File: src/common/timer_status_pkg.sv
package timer_status_pkg;

  // ****************************************************
  // bus geometry
  // ****************************************************
  localparam int ADDR_W = 6;
  localparam int DATA_W = 32;
  localparam int FLAG_COUNT = 8;

  // ****************************************************
  // register byte offsets
  // ****************************************************
  localparam logic [ADDR_W-1:0] EVENT_FLAGS_OFS = 6'h20;
  localparam logic [ADDR_W-1:0] IRQ_ENABLE_SET_OFS = 6'h24;
  localparam logic [ADDR_W-1:0] IRQ_ENABLE_CLEAR_OFS = 6'h28;
  localparam logic [ADDR_W-1:0] IRQ_MASK_VIEW_OFS = 6'h2c;

  // ****************************************************
  // field positions in the event flag register
  // ****************************************************
  localparam int OVERFLOW_BIT = 0;
  localparam int LOAD_OVERRUN_BIT = 1;
  localparam int COMPARE_A_BIT = 2;
  localparam int COMPARE_B_BIT = 3;
  localparam int COMPARE_C_BIT = 4;
  localparam int LOAD_A_BIT = 5;
  localparam int LOAD_B_BIT = 6;
  localparam int EXT_TRIGGER_BIT = 7;
  localparam int CLOCK_ON_BIT = 16;
  localparam int LINE_A_MIRROR_BIT = 17;
  localparam int LINE_B_MIRROR_BIT = 18;

  // ****************************************************
  // mode gating and reset values
  // ****************************************************
  localparam logic [FLAG_COUNT-1:0] CAPTURE_ONLY_FLAGS = 8'h62;
  localparam logic [FLAG_COUNT-1:0] WAVE_ONLY_FLAGS = 8'h0c;
  localparam logic [FLAG_COUNT-1:0] FLAGS_RESET = 8'h00;
  localparam logic [FLAG_COUNT-1:0] MASK_RESET = 8'h00;
  localparam logic [DATA_W-1:0] READ_RESET = 32'h00000000;

endpackage

File: src/core/timer_channel_status_irq.sv
// Local design decision: the Avalon-MM slave port.
module timer_channel_status_irq (
  input wire logic clk,
  input wire logic rst,
  input wire logic [timer_status_pkg::ADDR_W-1:0] address,
  input wire logic read,
  input wire logic write,
  input wire logic [timer_status_pkg::DATA_W-1:0] writedata,
  input wire logic [3:0] byteenable,
  output logic [timer_status_pkg::DATA_W-1:0] readdata,
  output logic waitrequest,
  input wire logic waveMode,
  input wire logic overflowEvent,
  input wire logic compareAEvent,
  input wire logic compareBEvent,
  input wire logic compareCEvent,
  input wire logic loadAEvent,
  input wire logic loadBEvent,
  input wire logic captureAReadEvent,
  input wire logic captureBReadEvent,
  input wire logic extTriggerEvent,
  input wire logic counterClockOn,
  input wire logic channelIoAPin,
  input wire logic channelIoBPin,
  input wire logic channelIoADrive,
  input wire logic channelIoBDrive,
  output logic irqOut
);
  import timer_status_pkg::*;

  function automatic logic hitOffset(input logic [ADDR_W-1:0] addr,
                                     input logic [ADDR_W-1:0] ofs);
    hitOffset = (addr[ADDR_W-1:2] == ofs[ADDR_W-1:2]);
  endfunction

  // ****************************************************
  // bus slave: one wait cycle, then the answer
  // ****************************************************
  logic ack;
  logic [FLAG_COUNT-1:0] flags;
  logic [FLAG_COUNT-1:0] mask;
  logic pendA;
  logic pendB;
  logic [2:0] syncA;
  logic [2:0] syncB;
  logic pinA;
  logic pinB;

  wire request = read | write;
  wire first = request & ~ack;
  wire hitStatus = hitOffset(address, EVENT_FLAGS_OFS);
  wire hitSet = hitOffset(address, IRQ_ENABLE_SET_OFS);
  wire hitClear = hitOffset(address, IRQ_ENABLE_CLEAR_OFS);
  wire hitMask = hitOffset(address, IRQ_MASK_VIEW_OFS);
  wire laneLow = byteenable[0];
  wire statusRead = first & read & hitStatus;
  wire setWrite = first & write & hitSet & laneLow;
  wire clearWrite = first & write & hitClear & laneLow;

  assign waitrequest = request & ~ack;

  always_ff @(posedge clk or posedge rst) begin
    if (rst) begin
      ack <= 1'b0;
    end else begin
      ack <= first;
    end
  end

  // ****************************************************
  // pin synchronisers: a change counts once stages agree
  // ****************************************************
  always_ff @(posedge clk or posedge rst) begin
    if (rst) begin
      syncA <= 3'h0;
      syncB <= 3'h0;
      pinA <= 1'b0;
      pinB <= 1'b0;
    end else begin
      syncA <= {syncA[1:0], channelIoAPin};
      syncB <= {syncB[1:0], channelIoBPin};
      if (syncA[1] == syncA[2]) begin
        pinA <= syncA[2];
      end
      if (syncB[1] == syncB[2]) begin
        pinB <= syncB[2];
      end
    end
  end

  // in waveform mode the pin is an output, so show what we drive
  // line a and line b mirrors
  wire lineAMirror = waveMode ? channelIoADrive : pinA;
  wire lineBMirror = waveMode ? channelIoBDrive : pinB;

  // ****************************************************
  // event flags
  // ****************************************************
  // a capture register counts as unread from its load until its read;
  // a read in the load cycle is taken as coming before the load
  // overrun detection
  wire overrunA = loadAEvent & pendA & ~captureAReadEvent;
  wire overrunB = loadBEvent & pendB & ~captureBReadEvent;

  always_ff @(posedge clk or posedge rst) begin
    if (rst) begin
      pendA <= 1'b0;
      pendB <= 1'b0;
    end else begin
      pendA <= loadAEvent | (pendA & ~captureAReadEvent);
      pendB <= loadBEvent | (pendB & ~captureBReadEvent);
    end
  end

  wire [FLAG_COUNT-1:0] rawEvents = {
    extTriggerEvent,
    loadBEvent,
    loadAEvent,
    compareCEvent,
    compareBEvent,
    compareAEvent,
    overrunA | overrunB,
    overflowEvent
  };

  wire [FLAG_COUNT-1:0] allowed =
    waveMode ? ~CAPTURE_ONLY_FLAGS : ~WAVE_ONLY_FLAGS;
  wire [FLAG_COUNT-1:0] events = rawEvents & allowed;

  // flags of the idle mode are forced low, even if set before a switch
  // set wins over read clear
  wire [FLAG_COUNT-1:0] next_flags =
    (events | (flags & {FLAG_COUNT{~statusRead}})) & allowed;

  always_ff @(posedge clk or posedge rst) begin
    if (rst) begin
      flags <= FLAGS_RESET;
    end else begin
      flags <= next_flags;
    end
  end

  // ****************************************************
  // interrupt mask
  // ****************************************************
  // set and clear mask
  wire [FLAG_COUNT-1:0] next_mask =
    (mask | (writedata[FLAG_COUNT-1:0] & {FLAG_COUNT{setWrite}}))
    & ~(writedata[FLAG_COUNT-1:0] & {FLAG_COUNT{clearWrite}});

  always_ff @(posedge clk or posedge rst) begin
    if (rst) begin
      mask <= MASK_RESET;
    end else begin
      mask <= next_mask;
    end
  end

  assign irqOut = |(flags & mask);

  // ****************************************************
  // read data
  // ****************************************************
  // status layout
  wire [DATA_W-1:0] statusWord = (DATA_W'(flags))
    | (DATA_W'(counterClockOn) << CLOCK_ON_BIT)
    | (DATA_W'(lineAMirror) << LINE_A_MIRROR_BIT)
    | (DATA_W'(lineBMirror) << LINE_B_MIRROR_BIT);
  wire [DATA_W-1:0] maskWord = DATA_W'(mask);
  // write-only and unmapped offsets read as zero
  wire [DATA_W-1:0] readSelect =
    hitStatus ? statusWord : (hitMask ? maskWord : READ_RESET);

  always_ff @(posedge clk or posedge rst) begin
    if (rst) begin
      readdata <= READ_RESET;
    end else if (first & read) begin
      readdata <= readSelect;
    end
  end
endmodule

File: config.mk
export PLATFORM = sky130hd
export DESIGN_NAME = timer_channel_status_irq
export DESIGN_NICKNAME = d
export VERILOG_FILES = /design/src/common/timer_status_pkg.sv /design/src/core/timer_channel_status_irq.sv
export SDC_FILE = /design/constraint.sdc
export NUM_CORES = 1
export LEC_CHECK = 0
export BUFFER_PORTS_ARGS = -buffer_cell sky130_fd_sc_hd__buf_2
export CAP_MARGIN = 20
export CORE_MARGIN = 2
export CORE_UTILIZATION = 40
export CTS_BUF_LIST = sky130_fd_sc_hd__clkbuf_4 sky130_fd_sc_hd__clkbuf_8
export CTS_CLUSTER_SIZE = 20
export DETAILED_ROUTE_END_ITERATION = 10
export HOLD_SLACK_MARGIN = 0.03
export PLACE_DENSITY = 0.78
export REMOVE_ABC_BUFFERS = 1
export SYNTH_ARGS = -nofsm -noshare
export SYNTH_HDL_FRONTEND = slang
export SYNTH_SLANG_ARGS = --single-unit
File: constraint.sdc
create_clock -name clk -period 1.6 [get_ports clk]
set_input_delay 0.16 -clock clk [delete_from_list [all_inputs] [get_ports clk]]
set_output_delay 0.16 -clock clk [all_outputs]
set_load 0.01 [all_outputs]
# ---- Word level (Yosys, flattened, before mapping)
# Cells that the tools add are included.
dict set report word_totals {
  in_bits 61
  output_inout_bits 34
  regBits 59
  elab_cells 57
}
dict set report op_classes {
  n_eq_ne 6
  mux 5
  reduce_logical 1
  bitwise 35
}
# operator count
set op_table {}
lappend op_table {{bitwise AND 8 bit} 7}
lappend op_table {{two-way mux 19 bit} 1}
lappend op_table {{bitwise OR 18 x 19 -> 19 bit} 1}
lappend op_table {{bitwise OR 17 x 18 -> 18 bit} 1}
lappend op_table {{bitwise OR 8 x 17 -> 17 bit} 1}
lappend op_table {{equality test 4 bit (second input constant)} 4}
lappend op_table {{bitwise OR 8 bit} 2}
lappend op_table {{bitwise AND 1 bit} 14}
lappend op_table {{two-way mux 8 bit} 1}
lappend op_table {{inverter 8 bit} 1}
lappend op_table {{OR reduction 8 bit} 1}
lappend op_table {{two-way mux 7 bit} 1}
lappend op_table {{inverter 1 bit} 4}
lappend op_table {{bitwise OR 1 bit} 4}
lappend op_table {{equality test 1 bit} 2}
lappend op_table {{two-way mux 1 bit} 2}

# ---- Longest topological paths before layout
# Gate-level depths: netlist of run 1.
dict set report depth {
  word_depth 8
  depth_mapped 5
  ltp_nobuf 3
}

# ---- Least setup slack after synthesis of run 1
# No wires, ideal clock.
dict set report synth_path {
  kind {register to register}
  startpoint {register ack}
  endpoint {register flags[0]}
  path_slack_ps 269
  path_buffers 0
  path_stages_with_launch 4
  setup_time_ps 118
  arrival_time_ps 1213
  cell_sequence {dfrtp_1 or3b_4 or2_4 a21o_1}
}
dict set report synth_between {
  elab_chain_cells 8
}
# element line_no
set synth_lines {}
lappend synth_lines {{from (decl)} timer_channel_status_irq.sv:39} ;# logic ack;
lappend synth_lines {{from (signal assigned)} timer_channel_status_irq.sv:66} ;# ack <= first;
lappend synth_lines {{inverter 1 bit} timer_channel_status_irq.sv:50} ;# wire first = request & ~ack;
lappend synth_lines {{bitwise AND 1 bit} timer_channel_status_irq.sv:50}
lappend synth_lines {{bitwise AND 1 bit (2 in a row)} timer_channel_status_irq.sv:56} ;# wire statusRead = first & read & hitStatus;
lappend synth_lines {{inverter 1 bit} timer_channel_status_irq.sv:133} ;# (events | (flags & {FLAG_COUNT{~statusRead}})) & allowed;
lappend synth_lines {{bitwise AND 8 bit} timer_channel_status_irq.sv:133}
lappend synth_lines {{bitwise OR 8 bit} timer_channel_status_irq.sv:133}
lappend synth_lines {{bitwise AND 8 bit} timer_channel_status_irq.sv:133}
lappend synth_lines {{via next_flags[0]} timer_channel_status_irq.sv:132} ;# wire [FLAG_COUNT-1:0] next_flags =
lappend synth_lines {{to (signal assigned)} timer_channel_status_irq.sv:139} ;# flags <= next_flags;
lappend synth_lines {{to (decl)} timer_channel_status_irq.sv:40} ;# logic [FLAG_COUNT-1:0] flags;
# The timed path passes the listed nets, and every way through them passes these cells.
# A chain may end at the register's enable or synchronous reset.

# ---- Worst setup path after layout of run 1
# Same ends and word-level chain as after synthesis.

==> qor.json, run 1 <==
{
  "routed_via_density": {"value": 4.96},
  "cts.reportedPaths.clkPinSlew": {"value": 0.07, "unit": "ns"},
  "critPathArrivalTime": {"value": 1.59, "unit": "ns"},
  "cts_num_sinks": {"value": 38},
  "first_global_vias": {"value": 1188},
  "fill_cells": {"value": 380},
  "crit_path_max_incr_delay": {"value": 0.44, "unit": "ns"},
  "max_cap_viol_count": {"value": 0},
  "detail_route.wirelength.met1": {"value": 1.50, "unit": "mm"},
  "synth.ff_latch_count": {"value": 38},
  "detail_route.drc_violations": {"value": 0},
  "cts.root.buffer_cell": {"value": "clkbuf_8"},
  "final.hold.worst_slack": {"value": 0.0577, "unit": "ns"},
  "min_path_type": {"value": "input port to flip-flop"},
  "slowest_stage": {"value": "or3b_4"},
  "postSynthCellCount": {"value": 150},
  "setup.worst_path.class": {"value": "flip-flop to flip-flop"},
  "n_antenna_cell": {"value": 0},
  "postRouteWirelength": {"value": 3.36, "unit": "mm"},
  "cts_max_level": {"value": 2},
  "skew": {"value": 0.00454, "unit": "ns"},
  "portBuffers": {"value": 44},
  "grt_pass1_wl": {"value": 5.46, "unit": "mm"},
  "syn_to_final_growth": {"value": 20.4, "unit": "%"},
  "wire_per_inst": {"value": 13.4, "unit": "um"},
  "ordered_cell_list_for_the_critical_path": {"value": "or3b_4 > or2_4 > a21o_1"},
  "gr-usage-all-layers": {"value": 14.4, "unit": "%"},
  "pre_cts_ws": {"value": 0.185, "unit": "ns"},
  "finalNetCount": {"value": 260},
  "cts_inserted_buffers": {"value": 5},
  "relSlewSlack": {"value": 64.6, "unit": "%"},
  "place_congestion": {"value": 0.821},
  "die-area": {"value": 4790, "unit": "um2"},
  "path_max_fanout": {"value": 5},
  "highest-signal-layer": {"value": "met4"},
  "transition_at_the_pin_with_the_smallest_max_transition_slack": {"value": 0.531, "unit": "ns"},
  "yosysUniqueCellTypes": {"value": 29},
  "drt.antenna.violating_nets": {"value": 0},
  "ys_warn_count": {"value": 0},
  "maximum_number_of_pins_on_one_net_before_global_route_repair": {"value": 39},
  "dr_wl_met2": {"value": 1.50, "unit": "mm"},
  "postLayoutSetupSlackWorst": {"value": 0.183, "unit": "ns"},
  "length_of_the_first_detailed_routing_pass_in_iterations": {"value": 4},
  "clock_insertion_delay_worst_skew": {"value": 0.28, "unit": "ns"},
  "setup.worst_path.end_class": {"value": "flip-flop"},
  "dp.final_hpwl": {"value": 2.50, "unit": "mm"},
  "initial_antenna_violation_count": {"value": 0},
  "cts_resized": {"value": 0},
  "vdd_ir_drop_max": {"value": 558, "unit": "uV"},
  "chipWidth": {"value": 69.2, "unit": "um"},
  "grt_overflow": {"value": 0},
  "run_status": {"value": "complete, no violations"},
  "max_freq": {"value": 706, "unit": "MHz"},
  "final_hold_violating_endpoints": {"value": 0},
  "fin_crit": {"value": 1.42, "unit": "ns"},
  "power_density": {"value": 1060, "unit": "nW/um2"},
  "coreArea": {"value": 4060, "unit": "um2"},
  "num_rows": {"value": 23},
  "wl_met3": {"value": 338, "unit": "um"},
  "chipHeight": {"value": 69.2, "unit": "um"},
  "count_of_vias_placed_by_the_detailed_router": {"value": 1241},
  "report.final.slew_viol_count": {"value": 0},
  "synthesis.area_per_instance": {"value": 11.3, "unit": "um2"},
  "first_iter_violations": {"value": 72},
  "setup_violations": {"value": 0},
  "design.portCount": {"value": 95},
  "layout-drive-gt1-share": {"value": 30.0, "unit": "%"},
  "synth_area": {"value": 1700, "unit": "um2"},
  "cts_tree": {"value": "done"},
  "ctsLongestPathBuffers": {"value": 2},
  "final_period_util": {"value": 88.5, "unit": "%"},
  "initial_utilization": {"value": 41.9, "unit": "%"},
  "synth-seq-area-share": {"value": 55.9, "unit": "%"},
  "fin_setup_tns": {"value": 0, "unit": "ns"},
  "grt_setup_unrepaired": {"value": "no"},
  "crit_required": {"value": 1.78, "unit": "ns"},
  "post-layout-total-power": {"value": 2.17, "unit": "mW"},
  "p_leak": {"value": 1.06, "unit": "nW"},
  "worstSetupStartpointType": {"value": "flip-flop"}
}
-- routing by layer --
metal | vias up | track usage [%]
met5 | - | 0
met4 | 0 | 3.27
met3 | 2 | 6.40
met2 | 57 | 22.9
met1 | 578 | 18.2
li1 | 604 | -
-- registers in the layout (all words and copies together), names as in the netlist --
register / count
readdata: 11
flags: 8
mask: 8
syncA: 3
syncB: 3
ack: 1
pendA: 1
pendB: 1
pinA: 1
pinB: 1
-- cells in the final DEF (no fill, tap or decap), drive strengths merged, types with 3 or more instances in the layout --
cell type	count
buf	48
a22oi	4
nor2	3
clkbuf	7
and3b	3
inv	5
o21ai	9
a31oi	17
nand2	6
a21o	3
a221o	8
dfrtp	38
and3	8
dlygate4sd3	3
conb	21
-- cells in the mapped netlist (all sizes together) --
| cell type | count | share of area (%) |
|---|---|---|
| mux2i | 2 | 1.2 |
| or2 | 1 | 0.52 |
| nor2b | 1 | 0.37 |
| nand2 | 6 | 1.3 |
| or3b | 2 | 1.3 |
| a22o | 1 | 0.52 |
| nand4 | 1 | 0.37 |
| and3 | 8 | 2.9 |
| conb | 1 | 0.22 |
| a221o | 8 | 4.7 |
| a31oi | 17 | 6.3 |
| o21ai | 9 | 2.6 |
| a21oi | 2 | 0.59 |
| nor2 | 3 | 0.81 |
| nor4bb | 1 | 0.59 |
| a21o | 3 | 1.3 |
| maj3 | 2 | 1.2 |
| a22oi | 4 | 1.8 |
| or2b | 1 | 0.44 |
| buf | 28 | 11 |
| or3 | 2 | 0.74 |
| dfrtp | 38 | 56 |
| inv | 5 | 1.1 |
| clkbuf | 1 | 0.22 |
| and3b | 3 | 1.5 |
-- critical path, delay by kind of cell, from the launching register on --
family | cells | cell delay (ns)
AND/OR/NAND/NOR | 2 | 0.72
flip-flops | 1 | 0.42
AO/OA/AOI/OAI | 1 | 0.18
-- cell type report --
| type | instances | area [um2] | area share (%) |
|---|---|---|---|
| Multi-Input combinational cell | 98 | 608 | 29.7 |
| Clock inverter | 1 | 30.0 | 1.47 |
| Inverter | 5 | 18.8 | 0.917 |
| Tap cell | 50 | 62.6 | 3.06 |
| Clock buffer | 7 | 83.8 | 4.10 |
| Sequential cell | 38 | 951 | 46.5 |
| Timing Repair Buffer | 51 | 293 | 14.3 |
-- final timing paths --
check / cells past startpoint / start / slack [ns] / to
worst min-delay path: 2 / compareCEvent / 0.06 / flags[4]
max in group asynchronous: 4 / rst / 0.74 / ack
worst max register to register: 3 / ack / 0.18 / flags[0]
min in group asynchronous: 4 / rst / 0.52 / syncA[0]
worst max-delay path: 3 / ack / 0.18 / flags[0]
worst min register to register: 0 / syncB[0] / 0.35 / syncB[1]
-- repair_timing --
| action | 4_1_cts | 5_1_grt |
|---|---|---|
| setup buffers | 0 | 0 |
| endpoints found under the hold margin | 40 | 0 |
| hold buffers | 3 | 0 |
-- cell families after synthesis --
family | Yosys count | synth area share (%)
other | 1 | 0.221
buffers and inverters | 34 | 12.7
AO/OA/AOI/OAI | 44 | 17.8
multiplexers | 2 | 1.18
AND/OR/NAND/NOR | 29 | 11.0
adder cells (fa/ha/maj) | 2 | 1.18
flip-flops | 38 | 55.9
-- power breakdown --
part	switching [mW]	total, mW	internal, mW
clock network	0.307	0.807	0.500
registers	0.0551	1.09	1.04
logic	0.151	0.274	0.122
-- through the flow --
step,util [%],cells,cell area (um2)
3_5_place_dp,46.9,239,1900
6_report,50.4,250,2050
4_1_cts,50.4,250,2050
2_1_floorplan,-,141,1580
3_3_place_gp,46.9,239,1900
5_1_grt,50.4,250,2050
No activity file was read; power rests on OpenSTA's default activity.
==> run 2, diff against run 1 <==
Settings changed: RECOVER_POWER set to 25.
==> qor.json, run 2 (synthesized netlist as in run 1, its figures left out) <==
{
  "first_iter_violations": {"value": 72, "change": "unchanged"},
  "power_density": {"value": 1060, "unit": "nW/um2", "change": "about the same"},
  "finalNetCount": {"value": 260, "change": "unchanged"},
  "detailed_place.area": {"value": 1900, "unit": "um2", "change": "unchanged"},
  "wire_per_inst": {"value": 13.4, "unit": "um", "change": "about the same"},
  "portBuffers": {"value": 44, "change": "unchanged"},
  "fill_cells": {"value": 381, "change": "+0.26%"},
  "detail_route.drc_violations": {"value": 0, "change": "unchanged"},
  "num_rows": {"value": 23, "change": "unchanged"},
  "transition_at_the_pin_with_the_smallest_max_transition_slack": {"value": 0.904, "unit": "ns", "change": "+0.373 ns"},
  "final_common_cell": {"value": "buf_2"},
  "cts_tree": {"value": "done"},
  "chipWidth": {"value": 69.2, "unit": "um", "change": "unchanged"},
  "skew": {"value": 0.00454, "unit": "ns", "change": "unchanged"},
  "routed_via_density": {"value": 4.96, "change": "unchanged"},
  "net-switching-power": {"value": 0.513, "unit": "mW", "change": "about the same"},
  "post-layout-total-power": {"value": 2.17, "unit": "mW", "change": "about the same"},
  "chipHeight": {"value": 69.2, "unit": "um", "change": "unchanged"},
  "dp.final_hpwl": {"value": 2.50, "unit": "mm", "change": "unchanged"},
  "path_max_fanout": {"value": 5, "change": "unchanged"},
  "cts.root.buffer_cell": {"value": "clkbuf_8"},
  "min_path_type": {"value": "input port to flip-flop"},
  "report.final.slew_viol_count": {"value": 0, "change": "unchanged"},
  "initial_antenna_violation_count": {"value": 0, "change": "unchanged"},
  "final_cell_mix": {"value": "buf_2, dfrtp_1, conb_1"},
  "clock_insertion_delay_worst_skew": {"value": 0.28, "unit": "ns", "change": "about the same"},
  "design.portCount": {"value": 95, "change": "unchanged"},
  "grt_overflow": {"value": 0, "change": "unchanged"},
  "share_seq_of_total_power": {"value": 50.3, "unit": "%", "change": "about the same"},
  "place_congestion": {"value": 0.821, "change": "unchanged"},
  "setup.worst_path.class": {"value": "flip-flop to flip-flop"},
  "first_global_vias": {"value": 1188, "change": "unchanged"},
  "die-area": {"value": 4790, "unit": "um2", "change": "unchanged"},
  "p_leak": {"value": 1.06, "unit": "nW", "change": "about the same"},
  "n_antenna_cell": {"value": 0, "change": "unchanged"},
  "fin_crit": {"value": 1.42, "unit": "ns", "change": "unchanged"},
  "drt.antenna.violating_nets": {"value": 0, "change": "unchanged"},
  "max_cap_viol_count": {"value": 0, "change": "unchanged"},
  "finalInstanceArea": {"value": 2040, "unit": "um2", "change": "-0.12%"},
  "postRouteWirelength": {"value": 3.35, "unit": "mm", "change": "about the same"},
  "pre_cts_ws": {"value": 0.185, "unit": "ns", "change": "unchanged"},
  "cts_num_sinks": {"value": 38, "change": "unchanged"},
  "cts_resized": {"value": 0, "change": "unchanged"},
  "vdd_ir_drop_max": {"value": 558, "unit": "uV", "change": "about the same"},
  "count_of_vias_placed_by_the_detailed_router": {"value": 1241, "change": "unchanged"},
  "setup_violations": {"value": 0, "change": "unchanged"},
  "gr-usage-all-layers": {"value": 14.4, "unit": "%", "change": "unchanged"},
  "run_status": {"value": "complete, no violations"},
  "fin_setup_tns": {"value": 0, "unit": "ns", "change": "unchanged"},
  "power_frac_comb": {"value": 12.6, "unit": "%", "change": "about the same"},
  "swShare": {"value": 23.6, "unit": "%", "change": "about the same"},
  "crit_required": {"value": 1.78, "unit": "ns", "change": "about the same"},
  "grt_pass1_wl": {"value": 5.46, "unit": "mm", "change": "unchanged"},
  "grt_setup_unrepaired": {"value": "no"},
  "final_hold_violating_endpoints": {"value": 0, "change": "unchanged"},
  "postLayoutSetupSlackWorst": {"value": 0.183, "unit": "ns", "change": "unchanged"},
  "layout-drive-gt1-share": {"value": 30.0, "unit": "%", "change": "unchanged"},
  "worstSetupStartpointType": {"value": "flip-flop"},
  "register_ranked_first_by_flip_flop_count": {"value": "readdata"},
  "maximum_number_of_pins_on_one_net_before_global_route_repair": {"value": 39, "change": "unchanged"},
  "cts.reportedPaths.clkPinSlew": {"value": 0.07, "unit": "ns", "change": "about the same"},
  "p_int": {"value": 1.66, "unit": "mW", "change": "about the same"},
  "critPathArrivalTime": {"value": 1.59, "unit": "ns", "change": "about the same"},
  "syn_to_final_growth": {"value": 20.2, "unit": "%"},
  "final_period_util": {"value": 88.5, "unit": "%", "change": "unchanged"},
  "max_ffs_per_register": {"value": 11, "change": "unchanged"},
  "length_of_the_first_detailed_routing_pass_in_iterations": {"value": 4, "change": "unchanged"},
  "initial_utilization": {"value": 41.9, "unit": "%", "change": "unchanged"},
  "coreArea": {"value": 4060, "unit": "um2", "change": "unchanged"},
  "cts_max_level": {"value": 2, "change": "unchanged"},
  "top_regs": {"value": "readdata (11), flags (8), mask (8)"},
  "setup.worst_path.end_class": {"value": "flip-flop"},
  "cts_inserted_buffers": {"value": 5, "change": "unchanged"},
  "ctsLongestPathBuffers": {"value": 2, "change": "unchanged"},
  "max_freq": {"value": 706, "unit": "MHz", "change": "unchanged"},
  "power.share.clock": {"value": 37.1, "unit": "%", "change": "about the same"},
  "relSlewSlack": {"value": 39.7, "unit": "%", "change": "-25 points"}
}
[run 2: repair_timing]
item	4_1_cts	5_1_grt
buffers inserted	0	0
hold buffers	3	0
hold endpoints to repair	40	0
[run 2: path summary, 6_finish.rpt]
kind	start	endpoint	slack, ns	cells after the start
setup / recovery	ack	flags[0]	0.18	3
hold / removal	compareCEvent	flags[4]	0.06	2
setup reg to reg	ack	flags[0]	0.18	3
hold reg to reg	syncB[0]	syncB[1]	0.35	0
max in group asynchronous	rst	ack	0.34	4
min in group asynchronous	rst	syncA[0]	0.69	4
[run 2: metal layers]
| layer | global-route usage (%) | share of wire (%) |
|---|---|---|
| met3 | 6.40 | 10 |
| met2 | 22.9 | 45 |
| met4 | 3.27 | 0.33 |
| met5 | 0 | 0 |
| met1 | 18.2 | 45 |
[run 2: critical path, cell delays in order, from the launching register on]
cell     delay, ns
dfrtp_1       0.42
or3b_4        0.44
or2_4         0.28
a21o_1        0.18
[run 2: metrics by stage]
step	utilization [%]	cells	hold slack [ns]
floorplan	-	141	0.191
global placement	46.9	239	0.269
detailed placement	46.9	239	0.271
CTS	50.4	250	0.0467
global route	50.4	250	0.0491
finish	50.4	250	0.0577
[run 2: layout make-up]
type | instances | area, um2 | share of cell area [%]
well taps | 50 | 62.6 | 3.06
inverters | 5 | 18.8 | 0.918
clock inverters | 1 | 30.0 | 1.47
clock buffers | 7 | 83.8 | 4.10
repair buffers | 51 | 290 | 14.2
flip-flops and latches | 38 | 951 | 46.5
multi-input cells | 98 | 608 | 29.7
[run 2: power by group through the flow]
stage / Combinational (mW) / Clock, mW / Sequential (mW)
after CTS: 0.276 / 0.832 / 1.09
final: 0.273 / 0.807 / 1.09
after detailed placement: 0.270 / 0 / 1.11
after global placement: 0.264 / 0 / 1.11
after floorplan: 0.161 / 0 / 1.10
after global routing: 0.310 / 0.872 / 1.10
